--- src/tsa_pkg.sv ---
// Constants, field layouts and carriers of the temperature sensor core.
// Assumes one 250 MHz clock and a converter that gives a 13-bit code.
`default_nettype none

package tsa_pkg;

  // ****************************************************************
  // Timebase
  // ****************************************************************
  localparam int CLK_HZ     = 250_000_000;
  localparam int MS_PER_S   = 1000;
  localparam int CYC_PER_MS = CLK_HZ / MS_PER_S;
  localparam int MS_W       = 14;

  // Conversion time and start interval at 12-bit resolution, in ms
  localparam logic [MS_W-1:0] CONV_MS_FULL = 14'd240;
  localparam logic [MS_W-1:0] PERIOD_MS_0  = 14'd250;
  localparam logic [MS_W-1:0] PERIOD_MS_1  = 14'd500;
  localparam logic [MS_W-1:0] PERIOD_MS_2  = 14'd1000;
  localparam logic [MS_W-1:0] PERIOD_MS_3  = 14'd8000;

  // ****************************************************************
  // Word layouts
  // ****************************************************************
  localparam int WORD_W    = 16;
  localparam int TEMP_W    = 13;
  localparam int LIMIT_LSB = 3;
  localparam int RD_FLAG   = 15;
  localparam int PTR_MSB   = 4;
  localparam int PTR_LSB   = 3;

  localparam logic [2:0] CTRL_TAIL  = 3'h2;
  localparam logic [2:0] LOWER_TAIL = 3'h4;
  localparam logic [2:0] UPPER_TAIL = 3'h6;
  localparam logic [2:0] TEMP_TAIL  = 3'h4;
  localparam logic [2:0] READ_TAIL  = 3'h0;
  localparam logic [7:0] SD_PATTERN = 8'hff;
  localparam logic [3:0] CTRL_ZERO  = 4'h0;

  localparam logic [3:0] LAST_BIT   = 4'hf;
  localparam logic [3:0] TEMP_Z_BIT = 4'he;

  // Read pointer codes
  localparam logic [1:0] PTR_TEMP  = 2'h0;
  localparam logic [1:0] PTR_CTRL  = 2'h1;
  localparam logic [1:0] PTR_LOWER = 2'h2;
  localparam logic [1:0] PTR_UPPER = 2'h3;

  // Thermostat modes
  localparam logic [1:0] MODE_CMP    = 2'h0;
  localparam logic [1:0] MODE_LATCH  = 2'h1;
  localparam logic [1:0] MODE_INTCMP = 2'h2;

  // Fault queue lengths
  localparam logic [2:0] QLEN_0 = 3'h1;
  localparam logic [2:0] QLEN_1 = 3'h2;
  localparam logic [2:0] QLEN_2 = 3'h4;
  localparam logic [2:0] QLEN_3 = 3'h6;

  // Limits at 0.0625 C per step: 80 C and 75 C
  localparam logic [TEMP_W-1:0] UPPER_RESET = 13'h0500;
  localparam logic [TEMP_W-1:0] LOWER_RESET = 13'h04b0;
  localparam logic [TEMP_W-1:0] TEMP_RESET  = 13'h0000;
  localparam logic [1:0]        RES_FULL    = 2'h3;

  typedef struct packed {
    logic [3:0] zero;
    logic [1:0] period_sel;
    logic [1:0] res_sel;
    logic [1:0] queue_len;
    logic       alarm_sense;
    logic [1:0] thermo_mode;
    logic [2:0] tail;
  } tsa_ctrl_t;

  localparam tsa_ctrl_t CTRL_RESET = 16'h0302;

  typedef struct packed {
    logic cs_n;
    logic sck;
    logic sio;
  } tsa_pins_t;

  localparam int PIN_W = 3;

  // Pin levels while the link is idle: select high, clock and data low
  localparam tsa_pins_t PIN_IDLE = 3'h4;

endpackage

`default_nettype wire

--- src/tsa_core.sv ---
// Temperature sensor core: control word, limits, conversion pacing,
// alarm modes and the three-wire serial register port.
// Assumes the converter code on i_temp_code is steady when sampled.
`default_nettype none

module tsa_core #(
  parameter int P_CYC_PER_MS = tsa_pkg::CYC_PER_MS
) (
  // Clock and reset
  input  wire logic                      i_clk,
  input  wire logic                      i_reset,
  // Serial pins
  input  wire logic                      i_cs_n,
  input  wire logic                      i_sck,
  input  wire logic                      i_sio,
  output var  logic                      o_sio,
  output var  logic                      o_sio_oe,
  // Converter and status
  input  wire logic [tsa_pkg::TEMP_W-1:0] i_temp_code,
  output var  logic                      o_converting,
  output var  logic                      o_power_down,
  output var  logic                      o_alert
);
  import tsa_pkg::*;

  typedef enum logic [2:0] {
    ST_CONV = 3'b001,
    ST_IDLE = 3'b010,
    ST_DOWN = 3'b100
  } tsa_state_t;

  // ****************************************************************
  // Helpers
  // ****************************************************************
  function automatic logic [2:0] qlen(input logic [1:0] code);
    case (code)
      2'h0:    qlen = QLEN_0;
      2'h1:    qlen = QLEN_1;
      2'h2:    qlen = QLEN_2;
      default: qlen = QLEN_3;
    endcase
  endfunction

  function automatic logic [TEMP_W-1:0] lsb_mask(input logic [1:0] res);
    lsb_mask = TEMP_W'((1 << (RES_FULL - res)) - 1);
  endfunction

  function automatic logic [MS_W-1:0] scale(input logic [MS_W-1:0] ms,
                                            input logic [1:0] res);
    scale = ms >> (RES_FULL - res);
  endfunction

  // ****************************************************************
  // Pin synchronisation
  // ****************************************************************
  tsa_pins_t pin_raw;
  tsa_pins_t pin_lvl;
  tsa_pins_t pin_rise;
  tsa_pins_t pin_fall;

  assign pin_raw = '{cs_n: i_cs_n, sck: i_sck, sio: i_sio};

  tsa_sync #(.W(PIN_W), .IDLE(PIN_IDLE)) u_sync (
    .i_clk   (i_clk),
    .i_reset (i_reset),
    .i_async (pin_raw),
    .o_level (pin_lvl),
    .o_rise  (pin_rise),
    .o_fall  (pin_fall)
  );

  // ****************************************************************
  // Registers and state
  // ****************************************************************
  tsa_ctrl_t         ctrl_reg;
  logic [TEMP_W-1:0] upper_reg;
  logic [TEMP_W-1:0] lower_reg;
  logic [TEMP_W-1:0] temp_reg;
  logic [1:0]        ptr_reg;
  logic [1:0]        rd_sel_reg;
  logic              rd_phase_reg;
  logic              in_frame_reg;
  logic [3:0]        bit_reg;
  logic [WORD_W-1:0] sh_out_reg;
  logic [WORD_W-1:0] sh_in_reg;
  logic              sd_pend_reg;
  tsa_state_t        state_reg;
  logic [31:0]       cyc_reg;
  logic [MS_W-1:0]   ms_reg;
  logic              active_reg;
  logic              arm_low_reg;
  logic              rel_pend_reg;
  logic [2:0]        hi_cnt_reg;
  logic [2:0]        lo_cnt_reg;

  logic              sck_rise;
  logic              last_bit;
  logic              read_done;
  logic              cmd_done;
  logic [WORD_W-1:0] cmd;
  logic              is_sd;
  logic              is_read;
  logic              conv_done;
  logic              enter_down;
  logic              ms_tick;
  logic              hi_now;
  logic              lo_now;
  logic [2:0]        hi_cnt_next;
  logic [2:0]        lo_cnt_next;
  logic              set_evt;
  logic              rel_evt;
  logic              rd_clear;
  logic [1:0]        mode;

  function automatic logic [WORD_W-1:0] rd_word(input logic [1:0] p);
    case (p)
      PTR_CTRL:  rd_word = ctrl_reg;
      PTR_LOWER: rd_word = {lower_reg, LOWER_TAIL};
      PTR_UPPER: rd_word = {upper_reg, UPPER_TAIL};
      default:   rd_word = {temp_reg, TEMP_TAIL};
    endcase
  endfunction

  // ****************************************************************
  // Serial framing
  // ****************************************************************
  assign sck_rise  = pin_rise.sck && in_frame_reg && !pin_lvl.cs_n;
  assign last_bit  = bit_reg == LAST_BIT;
  assign read_done = sck_rise && last_bit && rd_phase_reg;
  assign cmd_done  = sck_rise && last_bit && !rd_phase_reg;
  assign cmd       = {sh_in_reg[WORD_W-2:0], pin_lvl.sio};
  assign is_sd     = cmd[7:0] == SD_PATTERN;
  assign is_read   = cmd[RD_FLAG] && cmd[2:0] == READ_TAIL;

  always_ff @(posedge i_clk or posedge i_reset) begin
    if (i_reset) begin
      in_frame_reg <= 1'b0;
      rd_phase_reg <= 1'b1;
      bit_reg      <= '0;
      sh_out_reg   <= '0;
      sh_in_reg    <= '0;
      rd_sel_reg   <= PTR_TEMP;
    end else if (pin_lvl.cs_n) begin
      in_frame_reg <= 1'b0;
      rd_phase_reg <= 1'b1;
      bit_reg      <= '0;
    end else if (!in_frame_reg) begin
      in_frame_reg <= 1'b1;
      sh_out_reg   <= rd_word(ptr_reg);
      rd_sel_reg   <= ptr_reg;
    end else if (sck_rise) begin
      bit_reg   <= bit_reg + 4'h1;
      sh_in_reg <= cmd;
      if (last_bit) begin
        rd_phase_reg <= !rd_phase_reg;
        if (cmd_done) begin
          // Next read phase: commanded register or the result
          sh_out_reg <= rd_word(is_read ? cmd[PTR_MSB:PTR_LSB] : PTR_TEMP);
          rd_sel_reg <= is_read ? cmd[PTR_MSB:PTR_LSB] : PTR_TEMP;
        end
      end
    end else if (pin_fall.sck && rd_phase_reg && bit_reg != '0) begin
      sh_out_reg <= {sh_out_reg[WORD_W-2:0], 1'b0};
    end
  end

  // Read pointer
  always_ff @(posedge i_clk or posedge i_reset) begin
    if (i_reset) begin
      ptr_reg <= PTR_TEMP;
    end else if (cmd_done && is_read) begin
      ptr_reg <= cmd[PTR_MSB:PTR_LSB];
    end else if (read_done) begin
      ptr_reg <= PTR_TEMP;
    end
  end

  // Data pin; result bits D1, D0 stay undriven
  always_ff @(posedge i_clk or posedge i_reset) begin
    if (i_reset) begin
      o_sio    <= 1'b0;
      o_sio_oe <= 1'b0;
    end else begin
      o_sio    <= sh_out_reg[WORD_W-1];
      o_sio_oe <= in_frame_reg && !pin_lvl.cs_n && rd_phase_reg &&
                  !(rd_sel_reg == PTR_TEMP && bit_reg >= TEMP_Z_BIT);
    end
  end

  // ****************************************************************
  // Register writes
  // ****************************************************************
  always_ff @(posedge i_clk or posedge i_reset) begin
    if (i_reset) begin
      ctrl_reg  <= CTRL_RESET;
      upper_reg <= UPPER_RESET;
      lower_reg <= LOWER_RESET;
    end else if (cmd_done && !is_sd && !is_read) begin
      case (cmd[2:0])
        CTRL_TAIL:  ctrl_reg <= {CTRL_ZERO, cmd[11:3], CTRL_TAIL};
        LOWER_TAIL: lower_reg <= cmd[WORD_W-1:LIMIT_LSB];
        UPPER_TAIL: upper_reg <= cmd[WORD_W-1:LIMIT_LSB];
        default:    ;
      endcase
    end
  end

  // Shutdown request and wake
  always_ff @(posedge i_clk or posedge i_reset) begin
    if (i_reset) begin
      sd_pend_reg <= 1'b0;
    end else if (cmd_done) begin
      sd_pend_reg <= is_sd;
    end
  end

  // ****************************************************************
  // Conversion pacing
  // ****************************************************************
  assign ms_tick    = cyc_reg == 32'(P_CYC_PER_MS - 1);
  assign conv_done  = state_reg == ST_CONV && ms_tick &&
                      ms_reg + 14'h1 >= scale(CONV_MS_FULL, ctrl_reg.res_sel);
  assign enter_down = (conv_done || state_reg == ST_IDLE) && sd_pend_reg;

  function automatic logic [MS_W-1:0] period_ms(input logic [1:0] sel);
    case (sel)
      2'h0:    period_ms = PERIOD_MS_0;
      2'h1:    period_ms = PERIOD_MS_1;
      2'h2:    period_ms = PERIOD_MS_2;
      default: period_ms = PERIOD_MS_3;
    endcase
  endfunction

  always_ff @(posedge i_clk or posedge i_reset) begin
    if (i_reset) begin
      state_reg <= ST_CONV;
      cyc_reg   <= '0;
      ms_reg    <= '0;
    end else begin
      cyc_reg <= ms_tick || state_reg == ST_DOWN ? '0 : cyc_reg + 32'h1;
      if (ms_tick) begin
        ms_reg <= ms_reg + 14'h1;
      end
      case (state_reg)
        ST_CONV: begin
          if (conv_done) begin
            state_reg <= sd_pend_reg ? ST_DOWN : ST_IDLE;
          end
        end
        ST_IDLE: begin
          if (sd_pend_reg) begin
            state_reg <= ST_DOWN;
          // At or past target: a shorter setting never waits for a wrap
          end else if (ms_tick && ms_reg + 14'h1 >=
                       scale(period_ms(ctrl_reg.period_sel),
                             ctrl_reg.res_sel)) begin
            state_reg <= ST_CONV;
            ms_reg    <= '0;
          end
        end
        ST_DOWN: begin
          ms_reg <= '0;
          if (!sd_pend_reg) begin
            state_reg <= ST_CONV;
          end
        end
        default: state_reg <= ST_CONV;
      endcase
    end
  end

  // Result capture with resolution masking
  always_ff @(posedge i_clk or posedge i_reset) begin
    if (i_reset) begin
      temp_reg <= TEMP_RESET;
    end else if (conv_done) begin
      temp_reg <= i_temp_code & ~lsb_mask(ctrl_reg.res_sel);
    end
  end

  // ****************************************************************
  // Alarm evaluation
  // ****************************************************************
  assign mode   = ctrl_reg.thermo_mode;
  // Signed compare over the full 13 bits
  assign hi_now = $signed(i_temp_code & ~lsb_mask(ctrl_reg.res_sel)) >=
                  $signed(upper_reg);
  assign lo_now = $signed(i_temp_code & ~lsb_mask(ctrl_reg.res_sel)) <
                  $signed(lower_reg);

  always_comb begin
    hi_cnt_next = hi_now ? hi_cnt_reg + 3'h1 : 3'h0;
    lo_cnt_next = lo_now ? lo_cnt_reg + 3'h1 : 3'h0;
    if (hi_cnt_next > qlen(ctrl_reg.queue_len)) begin
      hi_cnt_next = qlen(ctrl_reg.queue_len);
    end
    if (lo_cnt_next > qlen(ctrl_reg.queue_len)) begin
      lo_cnt_next = qlen(ctrl_reg.queue_len);
    end
  end

  always_ff @(posedge i_clk or posedge i_reset) begin
    if (i_reset) begin
      hi_cnt_reg <= '0;
      lo_cnt_reg <= '0;
    end else if (conv_done) begin
      hi_cnt_reg <= hi_cnt_next;
      lo_cnt_reg <= lo_cnt_next;
    end
  end

  always_comb begin
    set_evt = 1'b0;
    rel_evt = 1'b0;
    if (conv_done) begin
      if (mode == MODE_LATCH) begin
        set_evt = !active_reg && (arm_low_reg ?
                  lo_cnt_next == qlen(ctrl_reg.queue_len) :
                  hi_cnt_next == qlen(ctrl_reg.queue_len));
      end else begin
        set_evt = hi_cnt_next == qlen(ctrl_reg.queue_len);
        rel_evt = lo_cnt_next == qlen(ctrl_reg.queue_len);
      end
    end
  end

  assign rd_clear = mode == MODE_LATCH && active_reg &&
                    (read_done || enter_down);

  always_ff @(posedge i_clk or posedge i_reset) begin
    if (i_reset) begin
      active_reg   <= 1'b0;
      arm_low_reg  <= 1'b0;
      rel_pend_reg <= 1'b0;
    end else begin
      if (mode != MODE_LATCH) begin
        arm_low_reg <= 1'b0;
      end else if (rd_clear) begin
        arm_low_reg <= !arm_low_reg;
      end
      if (mode == MODE_INTCMP) begin
        if (set_evt) begin
          active_reg   <= 1'b1;
          rel_pend_reg <= 1'b0;
        end else if (rel_pend_reg && (read_done || cmd_done)) begin
          active_reg   <= 1'b0;
          rel_pend_reg <= 1'b0;
        end else if (rel_evt && active_reg) begin
          rel_pend_reg <= 1'b1;
        end
      end else begin
        rel_pend_reg <= 1'b0;
        if (set_evt) begin
          active_reg <= 1'b1;
        end else if (rd_clear || (mode != MODE_LATCH && rel_evt)) begin
          active_reg <= 1'b0;
        end
      end
    end
  end

  // ****************************************************************
  // Outputs
  // ****************************************************************
  always_ff @(posedge i_clk or posedge i_reset) begin
    if (i_reset) begin
      o_alert      <= 1'b1;
      o_converting <= 1'b0;
      o_power_down <= 1'b0;
    end else begin
      o_alert      <= ctrl_reg.alarm_sense ? active_reg : !active_reg;
      o_converting <= state_reg == ST_CONV;
      o_power_down <= state_reg == ST_DOWN;
    end
  end

  // ****************************************************************
  // Checks
  // ****************************************************************
  a_ctrl_fixed: assert property (
    @(posedge i_clk) disable iff (i_reset)
    ctrl_reg.zero == CTRL_ZERO && ctrl_reg.tail == CTRL_TAIL)
    else $error("control word fixed bits wrong");

  a_ptr_back: assert property (
    @(posedge i_clk) disable iff (i_reset)
    read_done |=> ptr_reg == PTR_TEMP)
    else $error("read pointer not returned to result");

  a_idle_down: assert property (
    @(posedge i_clk) disable iff (i_reset)
    state_reg == ST_IDLE && sd_pend_reg |=> state_reg == ST_DOWN)
    else $error("power down not entered from idle");

  a_conv_no_cut: assert property (
    @(posedge i_clk) disable iff (i_reset)
    state_reg == ST_CONV && !conv_done |=> state_reg == ST_CONV)
    else $error("conversion left before completion");

  a_latch_read: assert property (
    @(posedge i_clk) disable iff (i_reset)
    mode == MODE_LATCH && active_reg && read_done && !set_evt
    |=> !active_reg)
    else $error("latched alarm not cleared by read");

  a_latch_down: assert property (
    @(posedge i_clk) disable iff (i_reset)
    mode == MODE_LATCH && active_reg && enter_down |=> !active_reg)
    else $error("latched alarm not cleared by power down");

  // Mask of the resolution in force when the result was taken
  a_res_mask: assert property (
    @(posedge i_clk) disable iff (i_reset)
    conv_done |=> (temp_reg & lsb_mask($past(ctrl_reg.res_sel))) == '0)
    else $error("unused result bits not zero");

  a_alert_sense: assert property (
    @(posedge i_clk) disable iff (i_reset)
    $stable(active_reg) && $stable(ctrl_reg.alarm_sense)
    |-> o_alert == (ctrl_reg.alarm_sense ~^ active_reg))
    else $error("alarm pin polarity wrong");

  a_intcmp_rel: assert property (
    @(posedge i_clk) disable iff (i_reset)
    $past(mode) == MODE_INTCMP && $fell(active_reg)
    |-> $past(read_done) || $past(cmd_done))
    else $error("interrupt-comparator released without communication");

endmodule // tsa_core

`default_nettype wire

--- src/tsa_sync.sv ---
// Three-stage input synchroniser with agreement filter and edge pulses.
// Assumes asynchronous inputs; the first stage feeds only the second.
`default_nettype none

module tsa_sync #(
  parameter int           W    = 3,
  parameter logic [W-1:0] IDLE = '0
) (
  // Clock and reset
  input  wire logic         i_clk,
  input  wire logic         i_reset,
  // Raw and cleaned levels, and edge pulses of the cleaned levels
  input  wire logic [W-1:0] i_async,
  output var  logic [W-1:0] o_level,
  output var  logic [W-1:0] o_rise,
  output var  logic [W-1:0] o_fall
);

  logic [W-1:0] s1_reg;
  logic [W-1:0] s2_reg;
  logic [W-1:0] s3_reg;
  logic [W-1:0] level_next;

  always_ff @(posedge i_clk or posedge i_reset) begin
    if (i_reset) begin
      // Start at the idle levels so no false edge follows reset
      s1_reg <= IDLE;
      s2_reg <= IDLE;
      s3_reg <= IDLE;
    end else begin
      s1_reg <= i_async;
      s2_reg <= s1_reg;
      s3_reg <= s2_reg;
    end
  end

  // Level moves only where stages two and three agree
  always_comb begin
    level_next = (s2_reg & s3_reg) | (o_level & (s2_reg | s3_reg));
  end

  always_ff @(posedge i_clk or posedge i_reset) begin
    if (i_reset) begin
      o_level <= IDLE;
      o_rise  <= '0;
      o_fall  <= '0;
    end else begin
      o_level <= level_next;
      o_rise  <= level_next & ~o_level;
      o_fall  <= ~level_next & o_level;
    end
  end

endmodule // tsa_sync

`default_nettype wire

--- config.mk ---
export PLATFORM = sky130hd
export DESIGN_NAME = tsa_core
export DESIGN_NICKNAME = d
export VERILOG_FILES = /design/src/tsa_pkg.sv /design/src/tsa_core.sv /design/src/tsa_sync.sv
export SDC_FILE = /design/constraint.sdc
export NUM_CORES = 1
export LEC_CHECK = 0
export BUFFER_PORTS_ARGS = -buffer_cell sky130_fd_sc_hd__clkbuf_2
export CORE_MARGIN = 5
export CORE_UTILIZATION = 50
export CTS_CLUSTER_SIZE = 14
export DETAILED_ROUTE_END_ITERATION = 7
export GPL_ROUTABILITY_DRIVEN = 0
export PLACE_DENSITY = 0.74
export SYNTH_ARGS = -nofsm -noshare
export SYNTH_HDL_FRONTEND = slang
export SYNTH_SLANG_ARGS = --single-unit
--- constraint.sdc ---
create_clock -name i_clk -period 7.6 [get_ports i_clk]
set_input_delay 0.38 -clock i_clk [delete_from_list [all_inputs] [get_ports i_clk]]
set_output_delay 0.38 -clock i_clk [all_outputs]
set_load 0.02 [all_outputs]
==> results.toml, run 1 <==
[run_status]
status = "completed"

[logic_synthesis]
yosysUniqueCellTypes = 69
synth_top_area_share_pct = 38.2
synth_area_leaders = "dfrtp_1 (38%), ha_1 (7.5%), nor2_1 (4.3%)"
synth.yosys.seq_area_share_pct = 42.2
yosysWarningCount = 0
syn_area_per_cell_sq_um = 9.56
synth_fp_nets = 1111
synth_area_sq_um = 9880
synthFlopType = "dfrtp_1"
synth_compound_area_share_pct = 12.5
synth_xor_area_share_pct = 5.23
ys_ff_latch = 166
async_reset_ff_share_pct = 100
synthMuxAreaShare_pct = 9.96
synthCells = 1034
synthSimpleGateAreaFrac_pct = 18.2
synth-edff-count = 0
synth_top_family_by_area = "simple AND/OR/NAND/NOR gates"
synthAdderAreaFrac_pct = 7.77
yosys.area.top_type = "dfrtp_1"

[global_routing]
grt_usage_pct = 21.0
grt_pass1_wl_microns = 37800
grt_pass1_vias = 7481
grt_overflow = 0
antenna_found_initial = 0
grt_max_degree = 106

[power]
internal_power_mw = 1.46
switching_power_uw = 517
switching_share_pct = 26.1
p_leak_nw = 4.61
pwr-share-comb_pct = 8.8
p_clk_share_pct = 42.5
power_frac_seq_pct = 48.6
ir_drop_uv = 179
powerDensity_nw_per_um2 = 184
p_total_mw = 1.98

[drt]
drt_iter0_markers = 627
routed_wl_microns = 22700
drt-wirelength-per-cell_microns = 17.4
vias = 7713
drt_pass1_iterations = 6
drcViolationCount = 0
ant_nets = 0
viasPerCell = 5.90

[floorplan]
die_h_microns = 151
fp.dieW_microns = 151
start_util_pct = 50.8
io_pins = 23
die_area_sq_um = 22700
core_area_sq_um = 19500
rows = 51

[clock_network]
postCtsSetupRepairBufs = 0
htree_levels = 4
postCtsHoldBufs = 0
cts_sinks = 166
cts_buffers = 17
ctsResizeCount = 0
cts_tree = "yes"
clockBufferDepth = 2
clk_pin_slew_worst_paths_ps = 70
clk_latency_ps = 430
clockRootBuffer = "clkbuf_16"

[timing]
hold_viol = 0
drv_slew = 0
fmax_mhz = 222
worst_pin_slew_ps = 1160
setup_viol = 0
clock_skew_ps = 8.98
max_slew_margin_pct = 22.4
post-route-period-util_pct = 59.3
setup_tns_ps = 0
min_period_ps = 4510
rsz0062_at_grt = "no"
hold-worst-slack_ps = 26.8

[critical_path]
max_stage_delay_ps = 720
crit_type = "reg2reg"
cp-end-kind = "register"
crit_required_ps = 7900
crit_family = "compound AO/OA/AOI/OAI gates"
cpMaxStageDelayCell = "dfstp_2"
arrival_ps = 4800
crit_buf_inv = 0
cp_max_fo = 19
ff2ff_setup_slack_ps = 3090
critPathLaunchType = "register"
r2r-end = "active_reg$_DFFE_PP0P_"
reg2reg_depth = 19
path_cells = "nand2_1, ha_1, nand2_1, and2_1, ha_1, nand4_1, nor2_1, a41oi_1, nand2_1, nor2_1, ha_1, nor2b_1, o21ai_0, a32oi_1, a211o_1, a31o_2, and3_1, a31oi_1, o211ai_1"
r2r_start = "ctrl_reg[9]$_DFFE_PP1P_"

[placement]
dp_hpwl_microns = 16000
post_dp_cell_area_sq_um = 10200
port_buffers = 22

[finish]
multi_input_area_sq_um = 5310
nets = 1106
post-route-util_pct = 55.2
seqCellArea_sq_um = 4170
n_fill_cell = 1706
largest_reg_flops = 32
syn_to_final_growth_pct = 8.65
fin_area_sq_um = 10700
drive_above_1_share_pct = 14.1
antenna_cells = 0

[worst_hold_path]
whs_path_depth = 1
hp-class = "in2reg"
min_to = "u_sync.s1_reg[2]$_DFF_PP1_"
hp-start = "i_cs_n"

[run]
cap_violations = 0
layer usage:
metal	track usage, %	vias up	share of wire (%)
met1	28.6	3763	45
met4	8.88	0	3.7
met5	0	-	0
met2	32.7	218	47
li1	-	3664	-
met3	4.43	68	4.8
synthesized netlist by cell type (3+ instances only):
library cell and instances:
nand3_1 29, dfstp_2 15, a221oi_1 5, mux2_2 37, o221ai_1 9, dfrtp_1 151
clkbuf_1 41, mux2_4 9, and2_1 10, and3_1 16, xnor2_1 34, a31oi_1 17
nand2b_1 13, buf_1 6, nand3b_1 4, inv_1 55, xor2_1 25, o32ai_1 3
nand2_1 106, maj3_1 3, nor4_1 9, nand4_1 18, a41oi_1 3, a31o_2 3
nor3_1 14, o21ai_0 33, nor3b_1 6, nor2_1 113, a211oi_1 18, a22oi_1 6
mux2i_1 23, and4_1 3, nor2b_1 8, ha_1 59, a211o_1 3, o211ai_1 4
mux4_2 9, a21o_1 6, or3_1 12, a21oi_1 56, or2_2 5
layout make-up:
class	count	share of cell area [%]
Timing Repair Buffer	27	1.37
Sequential cell	166	38.9
Tap cell	265	3.09
Multi-Input combinational cell	762	49.5
Inverter	55	1.97
Clock buffer	19	4.12
Clock inverter	13	1.13
cell families after synthesis:
family          Yosys count
xor+xnor                 59
mux                      78
simple gates            374
flops                   166
compound gates          189
fa+ha+maj                62
buf+inv                 106
stage by stage:
stage / setup WS [ps] / cells
3_3_place_gp: 3280 / 1275
4_1_cts: 3120 / 1307
2_1_floorplan: 2750 / 1034
6_report: 3090 / 1307
5_1_grt: 2740 / 1307
3_5_place_dp: 3150 / 1275
how the worst max path moves through the flow:
stage                                       start  slack [ps]                endpoint  cells past startpoint
final                     ctrl_reg[9]$_DFFE_PP1P_        3090  active_reg$_DFFE_PP0P_                     19
after global routing      ctrl_reg[9]$_DFFE_PP1P_        2740  active_reg$_DFFE_PP0P_                     19
after CTS                 ctrl_reg[9]$_DFFE_PP1P_        3120  active_reg$_DFFE_PP0P_                     19
after detailed placement  ctrl_reg[9]$_DFFE_PP1P_        3150  active_reg$_DFFE_PP0P_                     19
after global placement    ctrl_reg[9]$_DFFE_PP1P_        3280  active_reg$_DFFE_PP0P_                     19
after floorplan                           i_reset        2750  active_reg$_DFFE_PP0P_                      1
power groups by stage:
stage / clock network, mW / logic, mW / registers, mW
after floorplan: 0 / 0.143 / 0.960
after global placement: 0 / 0.170 / 0.974
after detailed placement: 0 / 0.174 / 0.976
after CTS: 0.850 / 0.175 / 0.960
after global routing: 0.887 / 0.198 / 0.966
final: 0.840 / 0.174 / 0.961
cell usage in the layout, fill, tap and decap left out, drive strengths merged, types with 5 or more instances in the layout:
master / instances
a31oi: 17
or2: 5
o221ai: 9
or3: 12
a21oi: 57
nand2: 106
clkinv: 7
and2: 10
nor4: 9
nand4: 18
nor2: 113
dfrtp: 151
mux2: 46
xnor2: 34
clkbuf: 41
nand3: 30
ha: 59
nor2b: 8
dfstp: 15
mux2i: 23
a221oi: 5
mux4: 9
inv: 59
o21ai: 34
nor3: 14
xor2: 25
and3: 16
nand2b: 13
nor3b: 6
a211oi: 18
buf: 5
a22oi: 6
a21o: 6
worst register-to-register path, cell delays in order (launching register included):
cell      delay [ps]
dfstp_2          720
nand2_1          180
ha_1             210
nand2_1          180
and2_1           210
ha_1             280
nand4_1          130
nor2_1            60
a41oi_1          310
nand2_1          180
nor2_1           170
ha_1             260
nor2b_1          140
o21ai_0          210
a32oi_1          170
a211o_1          270
a31o_2           250
and3_1           150
a31oi_1          210
o211ai_1         100
(Power assumes the default switching activity.)
==> run 2, diff against run 1 <==
- clock period: 7.6 -> 4.64 ns (I/O delays scaled with it)
==> run 2 against run 1 <==
Effect of this change: wire length increased by 3.4%; final cell count increased by 0.84%; die area unchanged; via count increased by 0.29%; clock skew increased by 6.4 ps; non-clock buffer count increased by 11; worst setup slack got worse by 2800 ps; sequential power increased by 64%; design area increased by 1.5%; count of clock-buffer cells in the layout increased by 1; critical endpoint is now rel_pend_reg$_DFFE_PP0P_; largest cell class unchanged; largest power group unchanged.
==> results.toml, run 2 (synthesis gave the netlist of run 1 again) <==
[power]
p_leak_nw = 4.68
powerDensity_nw_per_um2 = 304
ir_drop_uv = 265
p_total_mw = 3.31

[timing]
fmax_mhz = 232
drv_slew = 0
rsz0062_at_grt = "no"
setup_viol = 0
post-route-period-util_pct = 92.7
max_slew_margin_pct = 29.7
hold_viol = 0
setup_tns_ps = 0
clock_skew_ps = 15.4
worst_pin_slew_ps = 1050
min_period_ps = 4300
setup_slack_ps = 337

[floorplan]
fp.dieW_microns = 151
core_area_sq_um = 19500
rows = 51
die_area_sq_um = 22700
start_util_pct = 50.8
die_h_microns = 151
io_pins = 23

[global_routing]
grt_usage_pct = 21.8
grt_max_degree = 88
antenna_found_initial = 0
grt_pass1_vias = 7746
grt_overflow = 0
grt_pass1_wl_microns = 39300

[clock_network]
clockRootBuffer = "clkbuf_16"
clk_pin_slew_worst_paths_ps = 70
cts_sinks = 166
clockBufferDepth = 2
cts_tree = "yes"
clk_latency_ps = 430
htree_levels = 4
cts_buffers = 17

[worst_hold_path]
hp-class = "in2reg"

[critical_path]
cp_max_fo = 19
critPathLaunchType = "register"
crit_required_ps = 4960
cp-end-kind = "register"
crit_type = "reg2reg"
arrival_ps = 4630

[finish]
antenna_cells = 0
largest_reg_flops = 32
drive_above_1_share_pct = 14.9
final_common_cell = "dfrtp_1"
final_cells = 1318
nets = 1117
layout_common_cells = "dfrtp_1 (151), nor2_1 (112), nand2_1 (105)"
syn_to_final_growth_pct = 10.3

[placement]
port_buffers = 22
dp_hpwl_microns = 16600
pre_cts_slack_ps = 168
placed_cells = 1282

[run_status]
status = "completed"

[drt]
vias = 7735
drt-wirelength-per-cell_microns = 17.8
drt_iter0_markers = 591
ant_nets = 0
routed_wl_microns = 23500
drt_pass1_iterations = 5
drcViolationCount = 0
viasPerCell = 5.87

[run]
cap_violations = 0
[run 2: cell types whose count changed in the layout (fill, tap and decap cells not counted), moves of 3 or more]
cell and change:
clkinv_2 -3, dlygate4sd3_1 +4, buf_4 +6, clkinvlp_4 +3
[run 2: cell type report]
| cell class | count | area, sq um |
|---|---|---|
| Multi-Input combinational cell | 762 | 5330 |
| Timing Repair Buffer | 38 | 253 |
| Inverter | 55 | 210 |
| Fill cell | 1649 | 8560 |
| Clock inverter | 12 | 143 |
| Tap cell | 265 | 332 |
| Sequential cell | 166 | 4180 |
| Clock buffer | 20 | 457 |
[run 2: worst max-delay path, cell delays in order, from the launching register on]
cell      delay (ps)
dfstp_4          720
nand2_1          150
ha_1             220
nand2_2          120
and2_1           200
ha_1             260
nor2b_1          300
a211o_1          160
o221a_2          190
o32ai_2          130
and2_1           210
ha_1             290
a21o_1           100
a21oi_1          100
a31oi_1          330
a21oi_1           80
a222oi_1         330
a31oi_1          100
o211a_1          210
[run 2: power breakdown]
part / switching [mW] / internal (mW)
Combinational: 0.164 / 0.122
Sequential: 0.0686 / 1.51
Clock: 0.614 / 0.831
Total: 0.847 / 2.47
[run 2: path summary, 6_finish.rpt]
check,start,to,slack (ps),cells after the start
min,i_temp_code[9],temp_reg[9]$_DFFE_PP0P_,70,3
max reg2reg,ctrl_reg[9]$_DFFE_PP1P_,rel_pend_reg$_DFFE_PP0P_,340,18
min reg2reg,u_sync.s1_reg[0]$_DFF_PP0_,u_sync.s2_reg[0]$_DFF_PP0_,340,0
max in group asynchronous,i_reset,o_sio_oe$_DFF_PP0_,3130,4
max,ctrl_reg[9]$_DFFE_PP1P_,rel_pend_reg$_DFFE_PP0P_,340,18
min in group asynchronous,i_reset,lo_cnt_reg[1]$_DFFE_PP0P_,400,3
[run 2: timing repair]
| item | CTS | global route |
|---|---|---|
| setup endpoints to repair | 0 | 2 |
| buffers inserted | 0 | 0 |
| endpoints found under the hold margin | 25 | 0 |
| gates resized for setup | 0 | 5 |
| hold buffers | 4 | 0 |
[run 2: metal layers]
| metal | wire length (microns) | GRT usage [%] |
|---|---|---|
| met3 | 1220 | 4.18 |
| met4 | 653 | 8.34 |
| met5 | 0 | 0 |
| met2 | 11400 | 35.7 |
| met1 | 10200 | 28.8 |
[run 2: stage by stage]
stage / area (sq um) / util, % / hold WS, ps
CTS: 10900 / 55.9 / 60.1
finish: 10900 / 56.0 / 70.8
floorplan: 9890 / - / 236
detailed placement: 10200 / 52.6 / 311
global route: 10900 / 56.0 / 69.4
global placement: 10200 / 52.6 / 305
